===== config.mk =====
export PLATFORM = sky130hd
export DESIGN_NAME = umh_modem
export DESIGN_NICKNAME = d
export VERILOG_FILES = /design/src/umh_sync2.v /design/src/umh_irq.v /design/src/umh_modem.v
export VERILOG_INCLUDE_DIRS = /design/src
export SDC_FILE = /design/constraint.sdc
export NUM_CORES = 1
export LEC_CHECK = 0
export ABC_AREA = 1
export BUFFER_PORTS_ARGS = -buffer_cell sky130_fd_sc_hd__buf_2
export CORE_ASPECT_RATIO = 1.25
export CORE_UTILIZATION = 37
export CTS_CLUSTER_SIZE = 40
export DETAILED_ROUTE_END_ITERATION = 8
export PLACE_DENSITY_LB_ADDON = 0.05
export SETUP_SLACK_MARGIN = 0.4
export SLEW_MARGIN = 15
export SYNTH_ARGS = -nofsm -noshare
export SYNTH_HDL_FRONTEND = slang
export SYNTH_SLANG_ARGS = --single-unit

===== constraint.sdc =====
create_clock -name i_clk -period 2.1 [get_ports i_clk]
set_input_delay 0.21 -clock i_clk [delete_from_list [all_inputs] [get_ports i_clk]]
set_output_delay 0.21 -clock i_clk [all_outputs]
set_load 0.05 [all_outputs]

===== src/umh_regs.vh =====
// Register offsets, field positions and reset values for the modem block
// Assumes a byte-addressed plain register port, 8-bit data, 4 channels
`ifndef UMH_REGS_VH
`define UMH_REGS_VH
`define UMH_ADDR_W 5
`define UMH_DATA_W 8
`define UMH_NCH 4
// Per channel: base = channel * stride
`define UMH_CH_STRIDE 5'h08
`define UMH_OFF_MCR 3'h4
`define UMH_OFF_MSR 3'h6
`define UMH_OFF_EFR 3'h2
`define UMH_OFF_TXST 3'h5
`define UMH_OFF_ISTAT 5'h1C
`define UMH_OFF_IMASK 5'h1D
`define UMH_OFF_TXSUM 5'h1E
// Modem control fields
`define UMH_MCR_DTR 0
`define UMH_MCR_RTS 1
// Modem status fields
`define UMH_MSR_DCTS 0
`define UMH_MSR_DDSR 1
`define UMH_MSR_TERI 2
`define UMH_MSR_DDCD 3
`define UMH_MSR_CTS 4
`define UMH_MSR_DSR 5
`define UMH_MSR_RI 6
`define UMH_MSR_CD 7
// Enhanced feature fields
`define UMH_EFR_ARTS 6
`define UMH_EFR_ACTS 7
// Transmit status fields
`define UMH_TXST_SPACE 0
`define UMH_TXST_GO 1
`define UMH_TXST_RTSPIN 2
// Reset values
`define UMH_MCR_RST 8'h00
`define UMH_EFR_RST 8'h00
`define UMH_IMASK_RST 8'h00
`endif


===== src/umh_sync2.v =====
// Two flip-flop synchroniser for a bundle of asynchronous pin levels
// Assumes pins settle between edges; resets to the inactive high level
module umh_sync2 #(
   parameter W = 4
) (
   input wire i_clk,
   input wire i_rst_n,
   input wire [W-1:0] i_async,
   output reg [W-1:0] o_sync
);
   reg [W-1:0] meta;

   // First stage feeds only the second stage
   always @(posedge i_clk) begin
      if (!i_rst_n) begin
         meta <= {W{1'b1}};
         o_sync <= {W{1'b1}};
      end else begin
         meta <= i_async;
         o_sync <= meta;
      end
   end
endmodule


===== src/umh_irq.v =====
// Sticky interrupt status with mask and write-one-to-clear
// Assumes one-cycle event pulses from the same clock domain
module umh_irq #(
   parameter W = 8
) (
   input wire i_clk,
   input wire i_rst_n,
   input wire [W-1:0] i_event,
   input wire [W-1:0] i_clear,
   input wire [W-1:0] i_mask_wdata,
   input wire i_mask_we,
   output reg [W-1:0] o_status,
   output reg [W-1:0] o_mask,
   output wire o_irq
);
   // Set wins over clear so no event is lost
   always @(posedge i_clk) begin
      if (!i_rst_n) begin
         o_status <= {W{1'b0}};
         o_mask <= {W{1'b0}};
      end else begin
         o_status <= (o_status & ~i_clear) | i_event;
         if (i_mask_we)
            o_mask <= i_mask_wdata;
      end
   end

   // Level output while any unmasked bit is pending
   assign o_irq = |(o_status & o_mask);
endmodule


===== src/umh_modem.v =====
// Modem handshake pins, transmit-ready outputs and their registers
// Assumes FIFO full flags come from the same clock; modem pins are async
// Functional notes
// - Channel tx-ready pin low while its transmit buffer has a free slot
// - Channel tx-ready pin high once its transmit buffer is full
// - Per-channel tx-ready pins plus one combined AND-ed output
// - Combined tx-ready low while any channel has space, else high
// - Per-channel transmit status readable through registers; channel 3's status offset decodes to IMASK, so only channels 0 to 2 have one
// - Low carrier-detect input means carrier present
// - Clear-to-send state reads in modem status bit 4
// - Clear-to-send gates transmit only with auto-CTS in feature bit 7
// - Low data-set-ready means modem ready; no effect on data flow
// - Modem control bit 0 set drives terminal-ready pin low
// - Bit 0 clear or reset drives terminal-ready high; no data effect
// - Ring input rising to high raises an interrupt
// - Modem control bit 1 set drives request-to-send pin low
// - Reset drives every request-to-send pin high
// - Request-to-send joins flow control only with auto-RTS bit 6
// - Clock input may be crystal or external clock; i_clk here takes an external clock only
module umh_modem (
   input wire i_clk,
   input wire i_rst_n,
   input wire [4:0] i_addr,
   input wire [7:0] i_wdata,
   input wire i_wr,
   input wire i_rd,
   output reg [7:0] o_rdata,
   input wire [3:0] i_tx_full,
   input wire [3:0] i_rx_above_trig,
   input wire [3:0] i_cd_n,
   input wire [3:0] i_cts_n,
   input wire [3:0] i_dsr_n,
   input wire [3:0] i_ri_n,
   output reg [3:0] o_dtr_n,
   output reg [3:0] o_rts_n,
   output reg [3:0] o_tx_space_ready_n,
   output reg o_tx_space_ready_all_n,
   output wire [3:0] o_tx_go,
   output wire o_irq
);
`include "umh_regs.vh"

   // Channel decode used by both read and write paths
   function [1:0] umh_chan;
      input [4:0] a;
      begin
         umh_chan = a[4:3];
      end
   endfunction

   function umh_hit;
      input [4:0] a;
      input [2:0] off;
      begin
         umh_hit = (a[4:3] != 2'h3 || a[2] == 1'b0 || 1'b1)
            && (a[2:0] == off) && !(a >= `UMH_OFF_ISTAT);
      end
   endfunction

   reg [7:0] modem_control_register [0:3];
   reg [7:0] enhanced_feature_register [0:3];
   reg [3:0] cd_q, cts_q, dsr_q, ri_q;
   reg [7:0] next_rdata;
   reg [3:0] next_dtr_n, next_rts_n;
   reg [15:0] ev;
   reg [15:0] clr;
   reg [3:0] msr_clr;
   wire [3:0] cd_s, cts_s, dsr_s, ri_s;
   wire [15:0] ist;
   wire [15:0] imask;
   wire mask_we_lo;
   integer k;

   // Pins cross into the clock domain before anything reads them
   umh_sync2 #(.W(16)) u_sync (
      .i_clk(i_clk),
      .i_rst_n(i_rst_n),
      .i_async({i_ri_n, i_dsr_n, i_cts_n, i_cd_n}),
      .o_sync({ri_s, dsr_s, cts_s, cd_s})
   );

   // Previous synchronised levels for change detection
   always @(posedge i_clk) begin
      if (!i_rst_n) begin
         cd_q <= 4'hF;
         cts_q <= 4'hF;
         dsr_q <= 4'hF;
         ri_q <= 4'hF;
      end else begin
         cd_q <= cd_s;
         cts_q <= cts_s;
         dsr_q <= dsr_s;
         ri_q <= ri_s;
      end
   end

   // Events: per channel delta CTS, DSR, CD and trailing ring edge
   always @* begin
      ev = 16'h0000;
      for (k = 0; k < 4; k = k + 1) begin
         ev[4*k+0] = cts_s[k] ^ cts_q[k];
         ev[4*k+1] = dsr_s[k] ^ dsr_q[k];
         ev[4*k+2] = ri_s[k] & ~ri_q[k];
         ev[4*k+3] = cd_s[k] ^ cd_q[k];
      end
   end

   // Reading a channel's modem status clears its deltas; ack register too
   always @* begin
      clr = 16'h0000;
      msr_clr = 4'h0;
      if (i_rd && i_addr < `UMH_OFF_ISTAT
         && i_addr[2:0] == `UMH_OFF_MSR)
         msr_clr[umh_chan(i_addr)] = 1'b1;
      for (k = 0; k < 4; k = k + 1) begin
         if (msr_clr[k])
            clr[4*k +: 4] = 4'hF;
      end
      if (i_wr && i_addr == `UMH_OFF_ISTAT)
         clr[7:0] = clr[7:0] | i_wdata;
      // High status byte sits at the top of the map, just above TXSUM
      if (i_wr && i_addr == `UMH_OFF_TXSUM + 5'h01)
         clr[15:8] = clr[15:8] | i_wdata;
   end

   // One mask byte: channels 1 to 3 share the upper nibble
   assign mask_we_lo = i_wr && i_addr == `UMH_OFF_IMASK;

   umh_irq #(.W(16)) u_irq (
      .i_clk(i_clk),
      .i_rst_n(i_rst_n),
      .i_event(ev),
      .i_clear(clr),
      .i_mask_wdata({i_wdata[7:4], i_wdata[7:4], i_wdata[7:4],
         i_wdata[3:0]}),
      .i_mask_we(mask_we_lo),
      .o_status(ist),
      .o_mask(imask),
      .o_irq(o_irq)
   );

   // Control register writes per channel
   always @(posedge i_clk) begin
      if (!i_rst_n) begin
         for (k = 0; k < 4; k = k + 1) begin
            modem_control_register[k] <= `UMH_MCR_RST;
            enhanced_feature_register[k] <= `UMH_EFR_RST;
         end
      end else if (i_wr && i_addr < `UMH_OFF_ISTAT) begin
         if (i_addr[2:0] == `UMH_OFF_MCR)
            modem_control_register[umh_chan(i_addr)] <= i_wdata;
         if (i_addr[2:0] == `UMH_OFF_EFR)
            enhanced_feature_register[umh_chan(i_addr)] <= i_wdata;
      end
   end

   // Handshake pins; auto-RTS also lifts RTS when the receiver is above its trigger level
   always @* begin
      for (k = 0; k < 4; k = k + 1) begin
         next_dtr_n[k] = ~modem_control_register[k][`UMH_MCR_DTR];
         next_rts_n[k] = ~modem_control_register[k][`UMH_MCR_RTS];
         if (enhanced_feature_register[k][`UMH_EFR_ARTS] && i_rx_above_trig[k])
            next_rts_n[k] = 1'b1;
      end
   end

   // Pin outputs registered; reset leaves DTR and RTS high
   always @(posedge i_clk) begin
      if (!i_rst_n) begin
         o_dtr_n <= 4'hF;
         o_rts_n <= 4'hF;
         o_tx_space_ready_n <= 4'h0;
         o_tx_space_ready_all_n <= 1'b0;
      end else begin
         o_dtr_n <= next_dtr_n;
         o_rts_n <= next_rts_n;
         o_tx_space_ready_n <= i_tx_full;
         o_tx_space_ready_all_n <= &i_tx_full;
      end
   end

   // Transmit may run unless auto-CTS is on and the modem holds CTS high
   genvar g;
   generate
      for (g = 0; g < 4; g = g + 1) begin : g_go
         assign o_tx_go[g] = ~(enhanced_feature_register[g][`UMH_EFR_ACTS] & cts_s[g]);
      end
   endgenerate

   // Read mux; DSR feeds status only, never the data path
   always @* begin
      next_rdata = 8'h00;
      if (i_addr == `UMH_OFF_ISTAT) begin
         next_rdata = ist[7:0];
      end else if (i_addr == `UMH_OFF_IMASK) begin
         next_rdata = {imask[15:12], imask[3:0]};
      end else if (i_addr == `UMH_OFF_TXSUM) begin
         next_rdata = {3'h0, o_tx_space_ready_all_n, o_tx_space_ready_n};
      end else if (i_addr == `UMH_OFF_IMASK + 5'h02) begin
         next_rdata = ist[15:8];
      end else begin
         case (i_addr[2:0])
            `UMH_OFF_MCR: next_rdata = modem_control_register[umh_chan(i_addr)];
            `UMH_OFF_EFR: next_rdata = enhanced_feature_register[umh_chan(i_addr)];
            `UMH_OFF_MSR: begin
               next_rdata[`UMH_MSR_CTS] = ~cts_s[umh_chan(i_addr)];
               next_rdata[`UMH_MSR_DSR] = ~dsr_s[umh_chan(i_addr)];
               next_rdata[`UMH_MSR_RI] = ~ri_s[umh_chan(i_addr)];
               next_rdata[`UMH_MSR_CD] = ~cd_s[umh_chan(i_addr)];
               next_rdata[3:0] = {ist[4*umh_chan(i_addr)+3],
                  ist[4*umh_chan(i_addr)+2], ist[4*umh_chan(i_addr)+1],
                  ist[4*umh_chan(i_addr)]};
            end
            `UMH_OFF_TXST: begin
               next_rdata[`UMH_TXST_SPACE] =
                  ~i_tx_full[umh_chan(i_addr)];
               next_rdata[`UMH_TXST_GO] = o_tx_go[umh_chan(i_addr)];
               next_rdata[`UMH_TXST_RTSPIN] = o_rts_n[umh_chan(i_addr)];
            end
            default: next_rdata = 8'h00;
         endcase
      end
   end

   // Read data stands in the cycle after the strobe only
   always @(posedge i_clk) begin
      if (!i_rst_n)
         o_rdata <= 8'h00;
      else if (i_rd)
         o_rdata <= next_rdata;
      else
         o_rdata <= 8'h00;
   end
endmodule


# Word level (Yosys, flattened, before mapping)

Memories as Yosys holds them, arrays and structs flattened.
Index checks and enable logic that the tools add are counted.

Register bits after elaboration: 101
Bits in writable memories: 64
Input bits: 41
Memories kept: 2

Memory list:

| memory                    | depth | bits a word | rd ports | clocked after Yosys merged registers in | wr ports | line           | text |
|---|---|---|---|---|---|---|---|
| enhanced_feature_register | 4     | 8           | 5        | 0                                       | 4        | umh_modem.v:61 | `reg [7:0] enhanced_feature_register [0:3];` |
| modem_control_register    | 4     | 8           | 5        | 0                                       | 4        | umh_modem.v:60 | `reg [7:0] modem_control_register [0:3];` |

$add $sub $neg: 3
$lt $le $gt $ge: 7
Equal/unequal tests: 8
Mux-type cells: 52
Bitwise operators: 48
Reduce and logical (&&, ||, !) cells: 20

Operators by type and width:

| kind                  | count |
|---|---|
| $mux W8               | 8 |
| $and A16 B16 Y16      | 2 |
| $mux W1               | 23 |
| $not A1 Y1            | 22 |
| $eq A5 B5 Y1 const B  | 4 |
| $lt A5 B5 Y1 const B  | 4 |
| $mux W4               | 5 |
| $bmux W1 S2           | 8 |
| $not A16 Y16          | 1 |
| $or A16 B16 Y16       | 1 |
| $or A8 B8 Y8          | 2 |
| $reduce_or A16 Y1     | 1 |
| $reduce_or A8 Y1      | 2 |
| $pmux W5 S3           | 1 |
| $bmux W1 S4           | 3 |
| $pmux W3 S4           | 1 |
| $xor A1 B1 Y1         | 12 |
| $logic_and A1 B1 Y1   | 11 |
| $add A4 B2 Y5 const B | 2 |
| $eq A3 B3 Y1 const B  | 3 |
| $and A1 B1 Y1         | 8 |
| $reduce_or A2 Y1      | 4 |
| $add A4 B1 Y5 const B | 1 |
| $lt A4 B5 Y1 const B  | 1 |
| 7 further kinds       | 8 |

# Depth between registers and ports, before layout

Word-level depth: 11
Mapped depth: 13
Depth with buffers taken out: 11

# By module

A second synthesis with hierarchy kept.

Cells, all modules: 827
Area, all modules: 6906.6 um^2

Modules (own cells, without submodules):

| module    | times used | cells an instance | area each (um^2) |
|---|---|---|---|
| umh_modem | 1          | 559               | 4769.6 |
| umh_irq   | 1          | 169               | 1222.4 |
| umh_sync2 | 1          | 99                | 914.6 |

# Worst setup path before layout

OpenSTA, ideal clock, no wires.

Path kind: input to register
Start: input i_addr[4]
End: memory modem_control_register[2][0], enable pin
Setup time: 384 ps
Data arrival time: 1632 ps
Required time: 1716 ps
Path slack: 84 ps
Cell stages on the path: 7
Cell sequence: buf_4 -> nand2_2 -> nor2_1 -> inv_1 -> nand4_1 -> buf_4 -> o21ai_0

RTL lines:

| what               | line           | text |
|---|---|---|
| start: declaration | umh_modem.v:23 | `input wire [4:0] i_addr,` |
| end: declaration   | umh_modem.v:60 |  |

# Final worst setup path

Start: register u_irq.o_status[15]
End: output o_irq

Longest elaborated chain between the ends: 2

RTL lines:

| what                     | line           | text |
|---|---|---|
| start: declaration       | umh_irq.v:12   | `output reg [W-1:0] o_status,` |
| start signal: assignment | umh_irq.v:19   | `o_status <= {W{1'b0}};` |
| start signal: assignment | umh_irq.v:22   | `o_status <= (o_status & ~i_clear) \| i_event;` |
| $and A16 B16 Y16         | umh_irq.v:29   | `assign o_irq = \|(o_status & o_mask);` |
| $reduce_or A16 Y1        | umh_irq.v:29   |  |
| end: declaration         | umh_modem.v:39 | `output wire o_irq` |

No other way between the ends.

==> metrics.yaml <==
ys_types: 28
num_vias: 5478
drive_gt1_share_pct: 26.1
routabilityCongestion: 0.862
totalWireLength_um: 19900
antenna_found_initial: 0
dr.first_iter.drc_count: 368
syn-num-nets: 807
gr-total-overflow: 0
tightest_slew_ns: 0.914
critPathLaunchType: "flip-flop"
placed_cells: 1060
seqPwrFrac_pct: 47.6
max-slew-margin-rel_pct: 38.6
timing.fmax_mhz: 591
worst-endpoint-arrival_ns: 1.48
final_cells: 1119
finalClockSkew_ns: 0.00730
switchingPower_w: 0.00182
htreeDepth: 4
cp.required_ns: 1.89
grt_pass1_wl_um: 30900
ant_nets: 0
drc_errors: 0
hold_violations: 0
min_to: "o_dtr_n[0]"
final_nets: 922
coreArea_um2: 17600
min_period_ns: 1.69
netlist_area_um2: 6680
worst_setup_path_end_kind: "primary output"
firstDrtPassIters: 5
clk_path_buf_depth: 2
avgSynthCellArea_um2: 8.73
p_int_w: 0.00533
slew_violations: 0
cts_buffers: 17
min_period_over_period_pct: 80.5
grt_max_degree: 60
grtUsageTotal_pct: 22.6
cts-root-buf: "clkbuf_16"
floorplan.initialDensity_pct: 38.0
p_total_w: 0.00716
dp_slack_ns: 0.178
p_leak_nw: 3.55
num-fill-cells: 1759
timing.rr.start: "u_sync.o_sync[4]"
rsz0062_at_grt: "true"
rows: 54
finalSetupViolations: 0
worstHoldStart: "i_rst_n"
hold_depth: 3
dp_hpwl_um: 14400
tritoncts: "yes"
die-width_um: 122
timing.rr.end: "o_rdata[4]"
yosys_register_bits: 157
viasPerCell: 4.90
hold_ws_ns: 0.197
critical_path.max_fanout: 4
final_common_cell: "nand2_1"
first_global_vias: 5426
setup_ws_ns: 0.409
synth_area_leaders: "edfxtp_1, dfxtp_1, nand2_1"
dieArea_um2: 18600
cap_violations: 0
combPwrFrac_pct: 10.0
final_cell_mix: "nand2_1, dfxtp_1, nor2_1"
wl_per_cell_um: 17.8
synth_top_cell_by_area: "edfxtp_1"
switching_share_pct: 25.5
ff2ff_path_depth: 7
syn-instance-count: 766
cts.clk_slew.worst_paths_ns: 0.06
peakVddDrop_v: 0.000528
clkSinkCount: 157
rrSetupSlack_ns: 0.67
port_buffers: 66
ys_seq_area_share_pct: 56.6
crit_type: "reg -> out"
p_per_area_nw_per_um2: 858
die_h_um: 152
clock_power_share_pct: 42.3
syn2layout_area_growth_pct: 24.8
ioPinCount: 67
yosys_warnings: 0
clk_latency_ns: 0.43
fin_setup_tns_ns: 0
worst_hold_path_type: "in -> reg"
synth_top_area_share_pct: 28.8
status: "finished, final reports clean"
through the flow:
| stage | util [%] | area [um2] |
|---|---|---|
| 2_1_floorplan | - | 6680 |
| 3_3_place_gp | 42.4 | 7440 |
| 3_5_place_dp | 42.4 | 7440 |
| 4_1_cts | 47.5 | 8340 |
| 5_1_grt | 47.5 | 8340 |
| 6_report | 47.5 | 8340 |
registers in the layout, indices dropped and copies added, names as in the netlist, 8 cells and up:
signal / flops
u_irq.o_status: 16
o_rdata: 8
modem_control_register: 32
u_sync.meta: 16
u_irq.o_mask: 8
u_sync.o_sync: 16
enhanced_feature_register: 32
worst max-delay path, cell delays in order (launching register included):
cell	delay (ns)
dfxtp_4	0.37
o31ai_4	0.24
and3_1	0.18
nand3_1	0.09
buf_6	0.18
logic make-up after synthesis:
logic type / Yosys count / synth area share, %
flops: 157 / 56.6
compound gates: 103 / 8.50
simple gates: 403 / 27.8
xor+xnor: 12 / 1.57
buf+inv: 91 / 5.48
worst max-delay path by stage:
| stage | slack (ns) | startpoint | cells after the start | to |
|---|---|---|---|---|
| after floorplan | 0.30 | i_addr[4] | 7 | modem_control_register[0][0] |
| after global routing | 0.35 | u_irq.o_status[2] | 4 | o_irq |
| after CTS | 0.40 | u_irq.o_status[15] | 4 | o_irq |
| after detailed placement | 0.18 | i_addr[3] | 6 | modem_control_register[2][3] |
| after global placement | 0.20 | i_addr[3] | 6 | modem_control_register[2][4] |
| final | 0.41 | u_irq.o_status[15] | 4 | o_irq |
metal layers:
metal | up-vias | wire length, um | GRT usage [%]
li1 | 2705 | - | -
met1 | 2554 | 8960 | 29.3
met2 | 176 | 9430 | 36.2
met3 | 43 | 842 | 4.30
met4 | 0 | 700 | 10.2
met5 | - | 0 | 0
Yosys cell counts:
library cell  number
a21oi_1           46
a221oi_1           1
a22o_1             1
and3_1             1
buf_1              4
buf_2              9
buf_4              3
clkbuf_1          12
clkinv_1           1
dfxtp_1           93
edfxtp_1          64
inv_1             40
inv_2             21
inv_4              1
nand2_1          237
nand2_2            1
nand2_4            2
nand3_1           18
nand4_1           11
nor2_1            66
nor2_2             2
nor2_4            20
nor3_4             1
o211ai_1          14
o21ai_0           37
o31ai_1            4
or2_2             44
xnor2_1           12
power groups by stage:
| stage | Clock, W | Combinational (W) | Sequential (W) |
|---|---|---|---|
| CTS | 0.00309 | 0.000725 | 0.00341 |
| floorplan | 0 | 0.000359 | 0.00350 |
| global placement | 0 | 0.000679 | 0.00347 |
| global route | 0.00324 | 0.000781 | 0.00342 |
| finish | 0.00303 | 0.000719 | 0.00341 |
| detailed placement | 0 | 0.000682 | 0.00347 |
layout make-up:
| type | instances | area (um2) | share of cell area [%] |
|---|---|---|---|
| tap | 224 | 280 | 3.36 |
| sequential | 157 | 3800 | 45.5 |
| antenna | 1 | 2.50 | 0.0300 |
| timing repair buffer | 124 | 870 | 10.4 |
| clock buffer | 23 | 522 | 6.25 |
| multi-input combinational | 518 | 2560 | 30.7 |
| clock inverter | 9 | 70.1 | 0.840 |
| inverter | 63 | 239 | 2.86 |
what timing repair did:
item | in CTS | in global routing
buffers inserted | 2 | 0
hold buffers | 24 | 0
hold endpoints to repair | 24 | 0
pin swaps | 5 | 0
resized for setup | 16 | 0
setup endpoints to repair | 1 | 1
Note: power is estimated with default switching activity, not from simulation.
